$ cat config.mk
export PLATFORM = sky130hd
export DESIGN_NAME = io_port_watchdog_timer
export DESIGN_NICKNAME = d
export VERILOG_FILES = /design/src/hw/wdt_pkg.sv /design/src/hw/tick_if.sv /design/src/hw/wdt_tick_gen.sv /design/src/hw/io_port_watchdog_timer.sv
export SDC_FILE = /design/constraint.sdc
export NUM_CORES = 1
export LEC_CHECK = 0
export ABC_AREA = 1
export BUFFER_PORTS_ARGS = -buffer_cell sky130_fd_sc_hd__buf_4
export CAP_MARGIN = 20
export CORE_MARGIN = 2
export CORE_UTILIZATION = 51
export DETAILED_ROUTE_END_ITERATION = 10
export GPL_TIMING_DRIVEN = 0
export PLACE_DENSITY = 0.81
export SYNTH_ARGS = -nofsm -noshare
export SYNTH_HDL_FRONTEND = slang
export SYNTH_HIERARCHICAL = 1
export SYNTH_SLANG_ARGS = --single-unit
$ cat constraint.sdc
create_clock -name mclk -period 2.2 [get_ports mclk]
set_input_delay 0.33 -clock mclk [delete_from_list [all_inputs] [get_ports mclk]]
set_output_delay 0.33 -clock mclk [all_outputs]
set_load 0.005 [all_outputs]
$ cat src/hw/wdt_pkg.sv
// shared constants for the io port watchdog timer
// Overview of operation
// double unlock, then select logical device 08
// function_activate: 01 enables, 00 disables anytime
// timebase_select: 00h seconds, 08h minutes
// timeout_count holds count; 00h disables timeout
// each timeout_count write restarts from new value
// expiry asserts system reset automatically
// active nonzero count decrements per unit
package wdt_pkg;
	// ----------------------------------------------------------------
	// io ports and configuration protocol
	// ----------------------------------------------------------------
	localparam logic [15:0] IDX_PORT = 16'h002e;
	localparam logic [15:0] DAT_PORT = 16'h002f;
	localparam logic [7:0] UNLOCK_KEY = 8'h87;
	localparam logic [7:0] LOCK_KEY = 8'haa;
	localparam logic [7:0] WDT_LDN = 8'h08;
	localparam logic [7:0] IDLE_READ = 8'hff;
	// ----------------------------------------------------------------
	// register indexes
	// ----------------------------------------------------------------
	localparam logic [7:0] IDX_LDN = 8'h07;
	localparam logic [7:0] IDX_ACT = 8'h30;
	localparam logic [7:0] IDX_TB = 8'hf5;
	localparam logic [7:0] IDX_CNT = 8'hf6;
	// ----------------------------------------------------------------
	// fields and reset values
	// ----------------------------------------------------------------
	localparam int ACT_BIT = 0;
	localparam int TB_MIN_BIT = 3;
	localparam logic [7:0] TB_SEC_VAL = 8'h00;
	localparam logic [7:0] TB_MIN_VAL = 8'h08;
	localparam logic [7:0] RST_REG = 8'h00;
	// ----------------------------------------------------------------
	// timing
	// ----------------------------------------------------------------
	localparam int CLK_PERIOD_NS = 50;
	localparam int SEC_NS = 1000000000;
	localparam int CYC_PER_SEC = SEC_NS / CLK_PERIOD_NS;
	localparam int SECS_PER_MIN = 60;
	localparam int RST_HOLD_NS = 100000;
	localparam int RST_HOLD_CYC = RST_HOLD_NS / CLK_PERIOD_NS;
endpackage

$ cat src/hw/tick_if.sv
// time base tick signals between the watchdog core and its divider
`timescale 1ns/1ps
`default_nettype none
interface tick_if;
	logic clr;
	logic sec;
	logic min;
	modport gen (input clr, output sec, output min);
	modport use_side (output clr, input sec, input min);
endinterface
`default_nettype wire

$ cat src/hw/wdt_tick_gen.sv
// divider that makes one-cycle second and minute enables
`timescale 1ns/1ps
`default_nettype none
module wdt_tick_gen #(
	parameter int CYC_PER_SEC = wdt_pkg::CYC_PER_SEC
) (
	// clock and reset
	input wire logic mclk,
	input wire logic rstn,
	// ticks
	tick_if.gen tk
);
	localparam int SW = $clog2(CYC_PER_SEC);

	logic [SW-1:0] sec_cnt_r;
	logic [5:0] min_cnt_r;
	logic sec_r;
	logic min_r;
	wire sec_wrap = (sec_cnt_r == SW'(CYC_PER_SEC - 1));
	wire min_wrap = (min_cnt_r == 6'(wdt_pkg::SECS_PER_MIN - 1));

	// clear restarts the partial unit so a reload gets full units
	always_ff @(posedge mclk or negedge rstn) begin
		if (!rstn) begin
			sec_cnt_r <= '0;
			min_cnt_r <= '0;
			sec_r <= 1'b0;
			min_r <= 1'b0;
		end else if (tk.clr) begin
			sec_cnt_r <= '0;
			min_cnt_r <= '0;
			sec_r <= 1'b0;
			min_r <= 1'b0;
		end else begin
			sec_cnt_r <= sec_wrap ? '0 : sec_cnt_r + 1'b1;
			if (sec_wrap)
				min_cnt_r <= min_wrap ? '0 : min_cnt_r + 1'b1;
			sec_r <= sec_wrap;
			min_r <= sec_wrap && min_wrap;
		end
	end

	assign tk.sec = sec_r;
	assign tk.min = min_r;
endmodule
`default_nettype wire

$ cat src/hw/io_port_watchdog_timer.sv
// watchdog timer reached through an index/data io port pair
`timescale 1ns/1ps
`default_nettype none
module io_port_watchdog_timer #(
	parameter int CYC_PER_SEC = wdt_pkg::CYC_PER_SEC,
	parameter int RST_HOLD_CYC = wdt_pkg::RST_HOLD_CYC
) (
	// clock and reset
	input wire logic mclk,
	input wire logic rstn,
	// host io cycles
	input wire logic [15:0] io_addr,
	input wire logic io_wr,
	input wire logic io_rd,
	input wire logic [7:0] io_wdata,
	output logic [7:0] io_rdata,
	// system side
	output logic sys_rst,
	output logic cfg_mode
);
	// ----------------------------------------------------------------
	// decode
	// ----------------------------------------------------------------
	logic [1:0] unl_cnt_r;
	logic [7:0] idx_r;
	logic [7:0] ldn_r;
	logic [7:0] act_r;
	logic [7:0] tb_r;
	logic [7:0] watchdog_counter_r;
	logic [7:0] rdata_r;
	logic sys_rst_r;
	// hold counter wide enough for the full reset pulse length
	localparam int HW = $clog2(RST_HOLD_CYC + 1);
	logic [HW-1:0] hold_r;

	tick_if tk ();

	wire is_cfg = (unl_cnt_r == 2'd2);
	wire wr_idx = io_wr && (io_addr == wdt_pkg::IDX_PORT);
	wire wr_dat = io_wr && (io_addr == wdt_pkg::DAT_PORT) && is_cfg;
	wire rd_idx = io_rd && (io_addr == wdt_pkg::IDX_PORT);
	wire rd_dat = io_rd && (io_addr == wdt_pkg::DAT_PORT);
	wire sel_wdt = (ldn_r == wdt_pkg::WDT_LDN);
	wire wr_ldn = wr_dat && (idx_r == wdt_pkg::IDX_LDN);
	wire wr_act = wr_dat && sel_wdt && (idx_r == wdt_pkg::IDX_ACT);
	wire wr_tb = wr_dat && sel_wdt && (idx_r == wdt_pkg::IDX_TB);
	wire wr_cnt = wr_dat && sel_wdt && (idx_r == wdt_pkg::IDX_CNT);
	wire active = act_r[wdt_pkg::ACT_BIT];
	wire run = active && (watchdog_counter_r != 8'h00);
	wire unit_tick = tb_r[wdt_pkg::TB_MIN_BIT] ? tk.min : tk.sec;
	wire dec = run && unit_tick && !wr_cnt;
	wire expire = dec && (watchdog_counter_r == 8'h01);

	// restart the time base on reload and whenever counting is idle
	assign tk.clr = wr_cnt || !run;

	wdt_tick_gen #(.CYC_PER_SEC(CYC_PER_SEC)) u_tick (
		.mclk(mclk),
		.rstn(rstn),
		.tk(tk)
	);

	// ----------------------------------------------------------------
	// unlock sequence and index
	// ----------------------------------------------------------------
	// any other index write while locked breaks the key sequence
	always_ff @(posedge mclk or negedge rstn) begin
		if (!rstn) begin
			unl_cnt_r <= 2'd0;
			idx_r <= wdt_pkg::RST_REG;
		end else if (wr_idx) begin
			if (!is_cfg)
				unl_cnt_r <= (io_wdata == wdt_pkg::UNLOCK_KEY) ?
					unl_cnt_r + 2'd1 : 2'd0;
			else if (io_wdata == wdt_pkg::LOCK_KEY)
				unl_cnt_r <= 2'd0;
			else
				idx_r <= io_wdata;
		end
	end

	// ----------------------------------------------------------------
	// configuration registers
	// ----------------------------------------------------------------
	always_ff @(posedge mclk or negedge rstn) begin
		if (!rstn) begin
			ldn_r <= wdt_pkg::RST_REG;
			act_r <= wdt_pkg::RST_REG;
			tb_r <= wdt_pkg::TB_SEC_VAL;
		end else begin
			if (wr_ldn)
				ldn_r <= io_wdata;
			if (wr_act)
				act_r <= io_wdata;
			if (wr_tb)
				tb_r <= io_wdata;
		end
	end

	// ----------------------------------------------------------------
	// countdown
	// ----------------------------------------------------------------
	// a reload in the same cycle as a unit tick wins: the host kept it alive
	always_ff @(posedge mclk or negedge rstn) begin
		if (!rstn)
			watchdog_counter_r <= wdt_pkg::RST_REG;
		else if (wr_cnt)
			watchdog_counter_r <= io_wdata;
		else if (dec)
			watchdog_counter_r <= watchdog_counter_r - 8'h01;
	end

	// ----------------------------------------------------------------
	// system reset
	// ----------------------------------------------------------------
	always_ff @(posedge mclk or negedge rstn) begin
		if (!rstn) begin
			sys_rst_r <= 1'b0;
			hold_r <= '0;
		end else if (expire) begin
			sys_rst_r <= 1'b1;
			hold_r <= HW'(RST_HOLD_CYC - 1);
		end else if (hold_r != '0) begin
			hold_r <= hold_r - 1'b1;
		end else begin
			sys_rst_r <= 1'b0;
		end
	end

	// ----------------------------------------------------------------
	// read back
	// ----------------------------------------------------------------
	// reads of the timeout index show the live count, not the reload
	wire [7:0] dat_sel =
		!is_cfg ? wdt_pkg::IDLE_READ :
		(idx_r == wdt_pkg::IDX_LDN) ? ldn_r :
		!sel_wdt ? wdt_pkg::IDLE_READ :
		(idx_r == wdt_pkg::IDX_ACT) ? act_r :
		(idx_r == wdt_pkg::IDX_TB) ? tb_r :
		(idx_r == wdt_pkg::IDX_CNT) ? watchdog_counter_r :
		wdt_pkg::IDLE_READ;
	wire [7:0] rd_sel = rd_idx ? (is_cfg ? idx_r : wdt_pkg::IDLE_READ) :
		rd_dat ? dat_sel : wdt_pkg::IDLE_READ;

	always_ff @(posedge mclk or negedge rstn) begin
		if (!rstn)
			rdata_r <= wdt_pkg::IDLE_READ;
		else if (io_rd)
			rdata_r <= rd_sel;
	end

	assign io_rdata = rdata_r;
	assign sys_rst = sys_rst_r;
	assign cfg_mode = is_cfg;
endmodule
`default_nettype wire

# After elaboration in Yosys (flattened, before gate mapping)
# Index checks and enable logic that the tools add are counted.
[word_totals]
register_bits = 95
in_bits = 28
out_inout_bits = 10
[classes]
addsub = 5
n_eq_ne = 15
mux = 26
bitwise = 1
n_reduce_logical = 25
[ops]
columns = ["op", "n"]
rows = [
  ["2-to-1 mux 8 bit", 11],
  ["2-to-1 mux 25 bit", 2],
  ["== test 16 x 6 -> 1 bit, second input constant", 2],
  ["== test 8 bit, second input constant", 4],
  ["adder 25 x 1 -> 25 bit, second input constant", 1],
  ["== test 25 bit, second input constant", 1],
  ["2-to-1 mux 11 bit", 2],
  ["2-to-1 mux 6 bit", 3],
  ["logical AND 1 bit", 15],
  ["nonzero test 11 bit", 1],
  ["subtractor 11 x 1 -> 11 bit, second input constant", 1],
  ["== test 8 x 1 -> 1 bit, second input constant", 1],
  ["== test 8 x 3 -> 1 bit, second input constant", 1],
  ["== test 8 x 4 -> 1 bit, second input constant", 1],
  ["== test 8 x 6 -> 1 bit, second input constant", 1],
  ["nonzero test 8 bit", 1],
  ["subtractor 8 x 1 -> 8 bit, second input constant", 1],
  ["adder 6 x 1 -> 6 bit, second input constant", 1],
  ["== test 6 bit, second input constant", 1],
  ["2-to-1 mux 2 bit", 3],
  ["nonzero test 2 bit", 3],
  ["2-to-1 mux 1 bit", 5],
  ["AND reduction 3 bit", 1],
  ["adder 2 x 1 -> 2 bit, second input constant", 1],
  ["7 further kinds", 8],
]

# Longest topological paths before layout
[depth]
word_depth = 9
depth_mapped = 12
depth_no_buf = 11

# By module
# The synthesis kept the hierarchy.
[by_module_without_submodules]
columns = ["module", "instances", "cells_each", "area_each_um2"]
rows = [
  ["io_port_watchdog_timer", 1, 509, 3791.1],
  ["wdt_tick_gen", 1, 264, 1870.5],
]

# Worst setup path after synthesis
# OpenSTA, ideal clock, no wires.
[synth_timing]
path_kind = "reg2reg"
start = "reg unl_cnt_r[0]"
end = "reg u_tick.sec_cnt_r[14]"
arrival_ns = 1.720
required_ns = 2.064
path_slack_ns = 0.344
stages_incl_launch_ff = 10
n_path_buf = 2
cell_sequence = "dfrtp_1 inv_1 ha_1 nand2_1 inv_1 nand4_4 buf_6 nand2_1 clkbuf_1 nor3_1"
[synth_between]
elab_chain_cells = 6
[synth_rtl]
columns = ["element", "line_no", "source"]
rows = [
  ["start, declared", "io_port_watchdog_timer.sv:24", "logic [1:0] unl_cnt_r;"],
  ["start signal, assigned", "io_port_watchdog_timer.sv:73", "unl_cnt_r <= (io_wdata == wdt_pkg::UNLOCK_KEY) ?"],
  ["== test 2 bit", "io_port_watchdog_timer.sv:38", "wire is_cfg = (unl_cnt_r == 2'd2);"],
  ["net cfg_mode", "io_port_watchdog_timer.sv:19", "output logic cfg_mode"],
  ["logical AND 1 bit", "io_port_watchdog_timer.sv:40", "wire wr_dat = io_wr && (io_addr == wdt_pkg::DAT_PORT) && is_cfg;"],
  ["logical AND 1 bit (2 in a row)", "io_port_watchdog_timer.sv:47", "wire wr_cnt = wr_dat && sel_wdt && (idx_r == wdt_pkg::IDX_CNT);"],
  ["logical OR 1 bit", "io_port_watchdog_timer.sv:55", "assign tk.clr = wr_cnt || !run;"],
  ["net tk.clr", "tick_if.sv:5", "logic clr;"],
  ["2-to-1 mux 25 bit", "wdt_tick_gen.sv:29", "end else if (tk.clr) begin"],
  ["end signal, assigned", "wdt_tick_gen.sv:35", "sec_cnt_r <= sec_wrap ? '0 : sec_cnt_r + 1'b1;"],
  ["end, declared", "wdt_tick_gen.sv:15", "logic [SW-1:0] sec_cnt_r;"],
]
# The timed path passes the listed nets, and every way through them passes these cells.
# A chain may end at the register's enable or synchronous reset.

# Final worst setup path
[layout_timing]
start = "reg unl_cnt_r[0]"
end = "reg u_tick.sec_cnt_r[14]"
[layout_between]
elab_chain_cells = 6
[layout_rtl]
columns = ["element", "line_no"]
rows = [
  ["== test 2 bit", "io_port_watchdog_timer.sv:38"],
  ["logical AND 1 bit", "io_port_watchdog_timer.sv:40"],
  ["logical AND 1 bit (2 in a row)", "io_port_watchdog_timer.sv:47"],
  ["logical OR 1 bit", "io_port_watchdog_timer.sv:55"],
  ["net tk.clr", "tick_if.sv:5"],
  ["2-to-1 mux 25 bit", "wdt_tick_gen.sv:29"],
]
# The timed path passes the listed nets, and every way through them passes these cells.

==> qor.txt <==
Layout cell share with drive strength beyond 1 - 15.7%
Clk network pwr share - 38.7%
Adder-Cell Fraction of Synth Area - 1.77%
RePlAce Congestion - 0.892
Hold Path Class - in2reg
Ys Warns - 6
Number of flops mapped to enable cells by yosys - 0
Sw Share - 23.0%
Die H - 109 um
Cell Chain, Critical Path - inv_1 > ha_2 > nand2_1 > inv_1 > nand4_4 > buf_6 > nand2_1 > clkbuf_4 > nor3_1
Worst path slowest cell - dfrtp_1
Synth Area in Compound Gates - 8.97%
First-pass GRT wire length - 20.4 mm
Final HPWL DP - 8.74 mm
# rows - 38
Fin crit share - 91.7%
H-tree depth - 3
Endpoints failing hold - 0
Placed Cells incl. Taps - 950
Share of flip-flops with an asynchronous set or reset - 100%
Largest net degree at the start of global routing - 50
First-iteration detailed-routing DRC count - 275
Overall routed net length - 12.0 mm
Worst slew pin tran - 649 ps
Post-synthesis sequential area ratio - 42.2%
Fillers - 1027
Vias per cell - 5.04
CP Class - reg2reg
Commonest cells in the netlist - 235 x nand2_1, 104 x inv_1, 100 x nor2_1
GR Overflow Total - 0
Antenna diode count - 0
Worst Slack Setup Final - 183 ps
Sequential share of power - 56.3%
Finish-stage setup viols - 0
Status - finished clean
Max-slew headroom - 56.8%
Initial Util - 52.2%
Vias in the first global route - 4436
Worst skew pair latency - 380 ps
Post-Synth XOR/XNOR Area - 2.63%
Clock buffer depth - 2
Initial antenna violation count - 0
Drt first pass iters - 6
CP arrival - 2280 ps
Largest family of logic cells by synthesized area - simple AND/OR/NAND/NOR gates
GRT Total Usage - 21.7%
Switching power total - 722 uW
Fin. max-slew vios - 0
Lkg Pwr - 3.05 nW
Core Area - 0.0108 mm2
CTS tree - built
Yosys top cell area share - 38.5%
Setup crit end kind - register
Clock root buffer - clkbuf_8
Port buffer count - 36
Minimum clock period - 2020 ps
Top FF cell, synth - dfrtp_1
PD cells - 492 mW/mm2
IO Pins - 38
CTS sink cnt - 95
Die area - 0.0120 mm2
Final nets - 859
CTS Buf Count - 9
Post-Route Utilization - 58.8%
Worst IR Drop VDD - 551 uV
Count of unique library cells instantiated by Yosys - 38
Syn Area/Cell - 7.32 um2
Mux contribution to synthesized area - 0%
Simple-gate portion of the synthesized area - 35.2%
Worst slack, placed - -70.8 ps
Netlist Area Pre-Place - 0.00566 mm2
Logic pwr share - 5.0%
RSZ-0062 raised after global routing - no
Max-cap viol count - 0
Syn nets - 809
Max FO, Critical Path - 10
Post-Syn Instances - 773
Max Clock Freq - 496 MHz
Int Pwr - 2.42 mW
Clk slew on worst S/H paths - 90 ps
Post-synth top area cell - dfrtp_1
Synth Register Bits - 95
Horiz. Die Dim - 109 um
Routed Antenna Nets - 0
Post-Layout Cell Count - 968
Most frequent cell after synthesis - nand2_1
Req. time, crit path - 2460 ps
Startpoint Class - register
Synth area leaders - dfrtp_1 38%, nand2_1 16%, inv_1 6.9%, nor2_1 6.6%, nand3_1 5.1%
Setup Buffers After CTS - 0
WL/cell - 12.4 um
# DRC - 0
Via Count - 4879
Worst Clk Skew - 12.7 ps
P&R area growth vs syn - 12.6%
CP max stage delay - 380 ps
Power Total - 3.14 mW
-- power by group through the flow --
| stage | Sequential [mW] | Combinational, mW | Clock [mW] |
|---|---|---|---|
| 2_1_floorplan | 1.80 | 0.0431 | 0 |
| 3_3_place_gp | 1.80 | 0.149 | 0 |
| 3_5_place_dp | 1.80 | 0.159 | 0 |
| 4_1_cts | 1.77 | 0.160 | 1.25 |
| 5_1_grt | 1.77 | 0.179 | 1.31 |
| 6_report | 1.77 | 0.156 | 1.21 |
-- cell type report --
type                            instances  area [um2]  area share, %
Clock buffer                           12         155           2.43
Inverter                              113         428           6.71
Buffer                                 13         101           1.59
Multi-Input combinational cell        552        2760           43.3
Clock inverter                          4        52.6          0.824
Sequential cell                        95        2390           37.4
Timing Repair Buffer                   38         308           4.83
Tap cell                              140         175           2.75
Timing Repair inverter                  1        7.51          0.118
-- metrics by stage --
step | hold WS (ps) | cell area (um2) | TNS, ps
after floorplan | 34.4 | 5660 | 0
after CTS | 149 | 6350 | 0
after global placement | 450 | 6110 | -381
after detailed placement | 409 | 6130 | -446
after global routing | 185 | 6370 | 0
final | 163 | 6370 | 0
-- state kept, by name, summed over array words and instances (netlist names), 2 cells and up --
register and cells:
u_tick/sec_cnt_r 25, hold_r 11, act_r 8, idx_r 8, io_rdata 8, ldn_r 8, tb_r 8, watchdog_counter_r 8
u_tick/min_cnt_r 6, unl_cnt_r 2
-- placed cells by master (no fill, tap or decap), types with 5 or more instances in the layout --
cell type,netlist,routed
a21oi_1,13,13
buf_4,0,36
buf_6,6,6
clkbuf_8,0,11
dfrtp_1,87,87
dfstp_2,8,8
ha_1,8,7
inv_1,104,104
inv_2,8,8
nand2_1,235,235
nand3_1,58,58
nand3_2,6,6
nand4_1,7,7
nor2_1,100,100
nor2_2,6,5
nor2_4,8,9
nor3_1,14,14
o211ai_1,7,7
o21ai_0,30,30
o21ai_1,5,5
o21ai_2,16,16
xnor2_1,6,6
xor2_1,11,11
-- worst max-delay path: cells and delay by family (launching register included) --
family / cells / cell delay, ps
DFF: 1 / 380
adders and majority gates: 1 / 260
and+or+nand+nor: 4 / 540
buffers and inverters: 4 / 730
-- layer usage --
layer | wire (um) | share of wire, % | global-route usage (%) | vias to the layer above
li1 | - | - | - | 2529
met1 | 5710 | 47 | 29.5 | 2246
met2 | 5710 | 47 | 35.4 | 91
met3 | 475 | 3.9 | 4.56 | 13
met4 | 146 | 1.2 | 5.97 | 0
met5 | 0 | 0 | 0 | -
-- path summary, 6_finish.rpt --
path	start	slack, ps	cells past startpoint	to
max in group asynchronous	rstn	1030	3	u_tick/min_cnt_r[0]
worst min-delay path	io_wdata[6]	160	3	idx_r[6]
worst min register to register	u_tick/sec_cnt_r[0]	470	1	u_tick/sec_cnt_r[0]
min in group asynchronous	rstn	520	2	idx_r[5]
worst max register to register	unl_cnt_r[0]	180	9	u_tick/sec_cnt_r[14]
worst max-delay path	unl_cnt_r[0]	180	9	u_tick/sec_cnt_r[14]
-- what timing repair did --
item                                    in CTS  in global routing
endpoints found under the setup margin      10                 27
hold endpoints to repair                    35                  0
gates resized for setup                      1                  6
hold buffers                                 1                  0
cloned                                       0                  1
-- logic make-up (layout without fill, tap and decap cells) --
family | count (synthesis) | in the layout
DFF | 95 | 95
AOI/OAI and AO/OA | 79 | 79
xor gates and xnor gates | 17 | 17
adders and majority gates | 8 | 8
and+or+nand+nor | 448 | 448
buffers and inverters | 126 | 181
No activity file was read; power rests on OpenSTA's default activity.
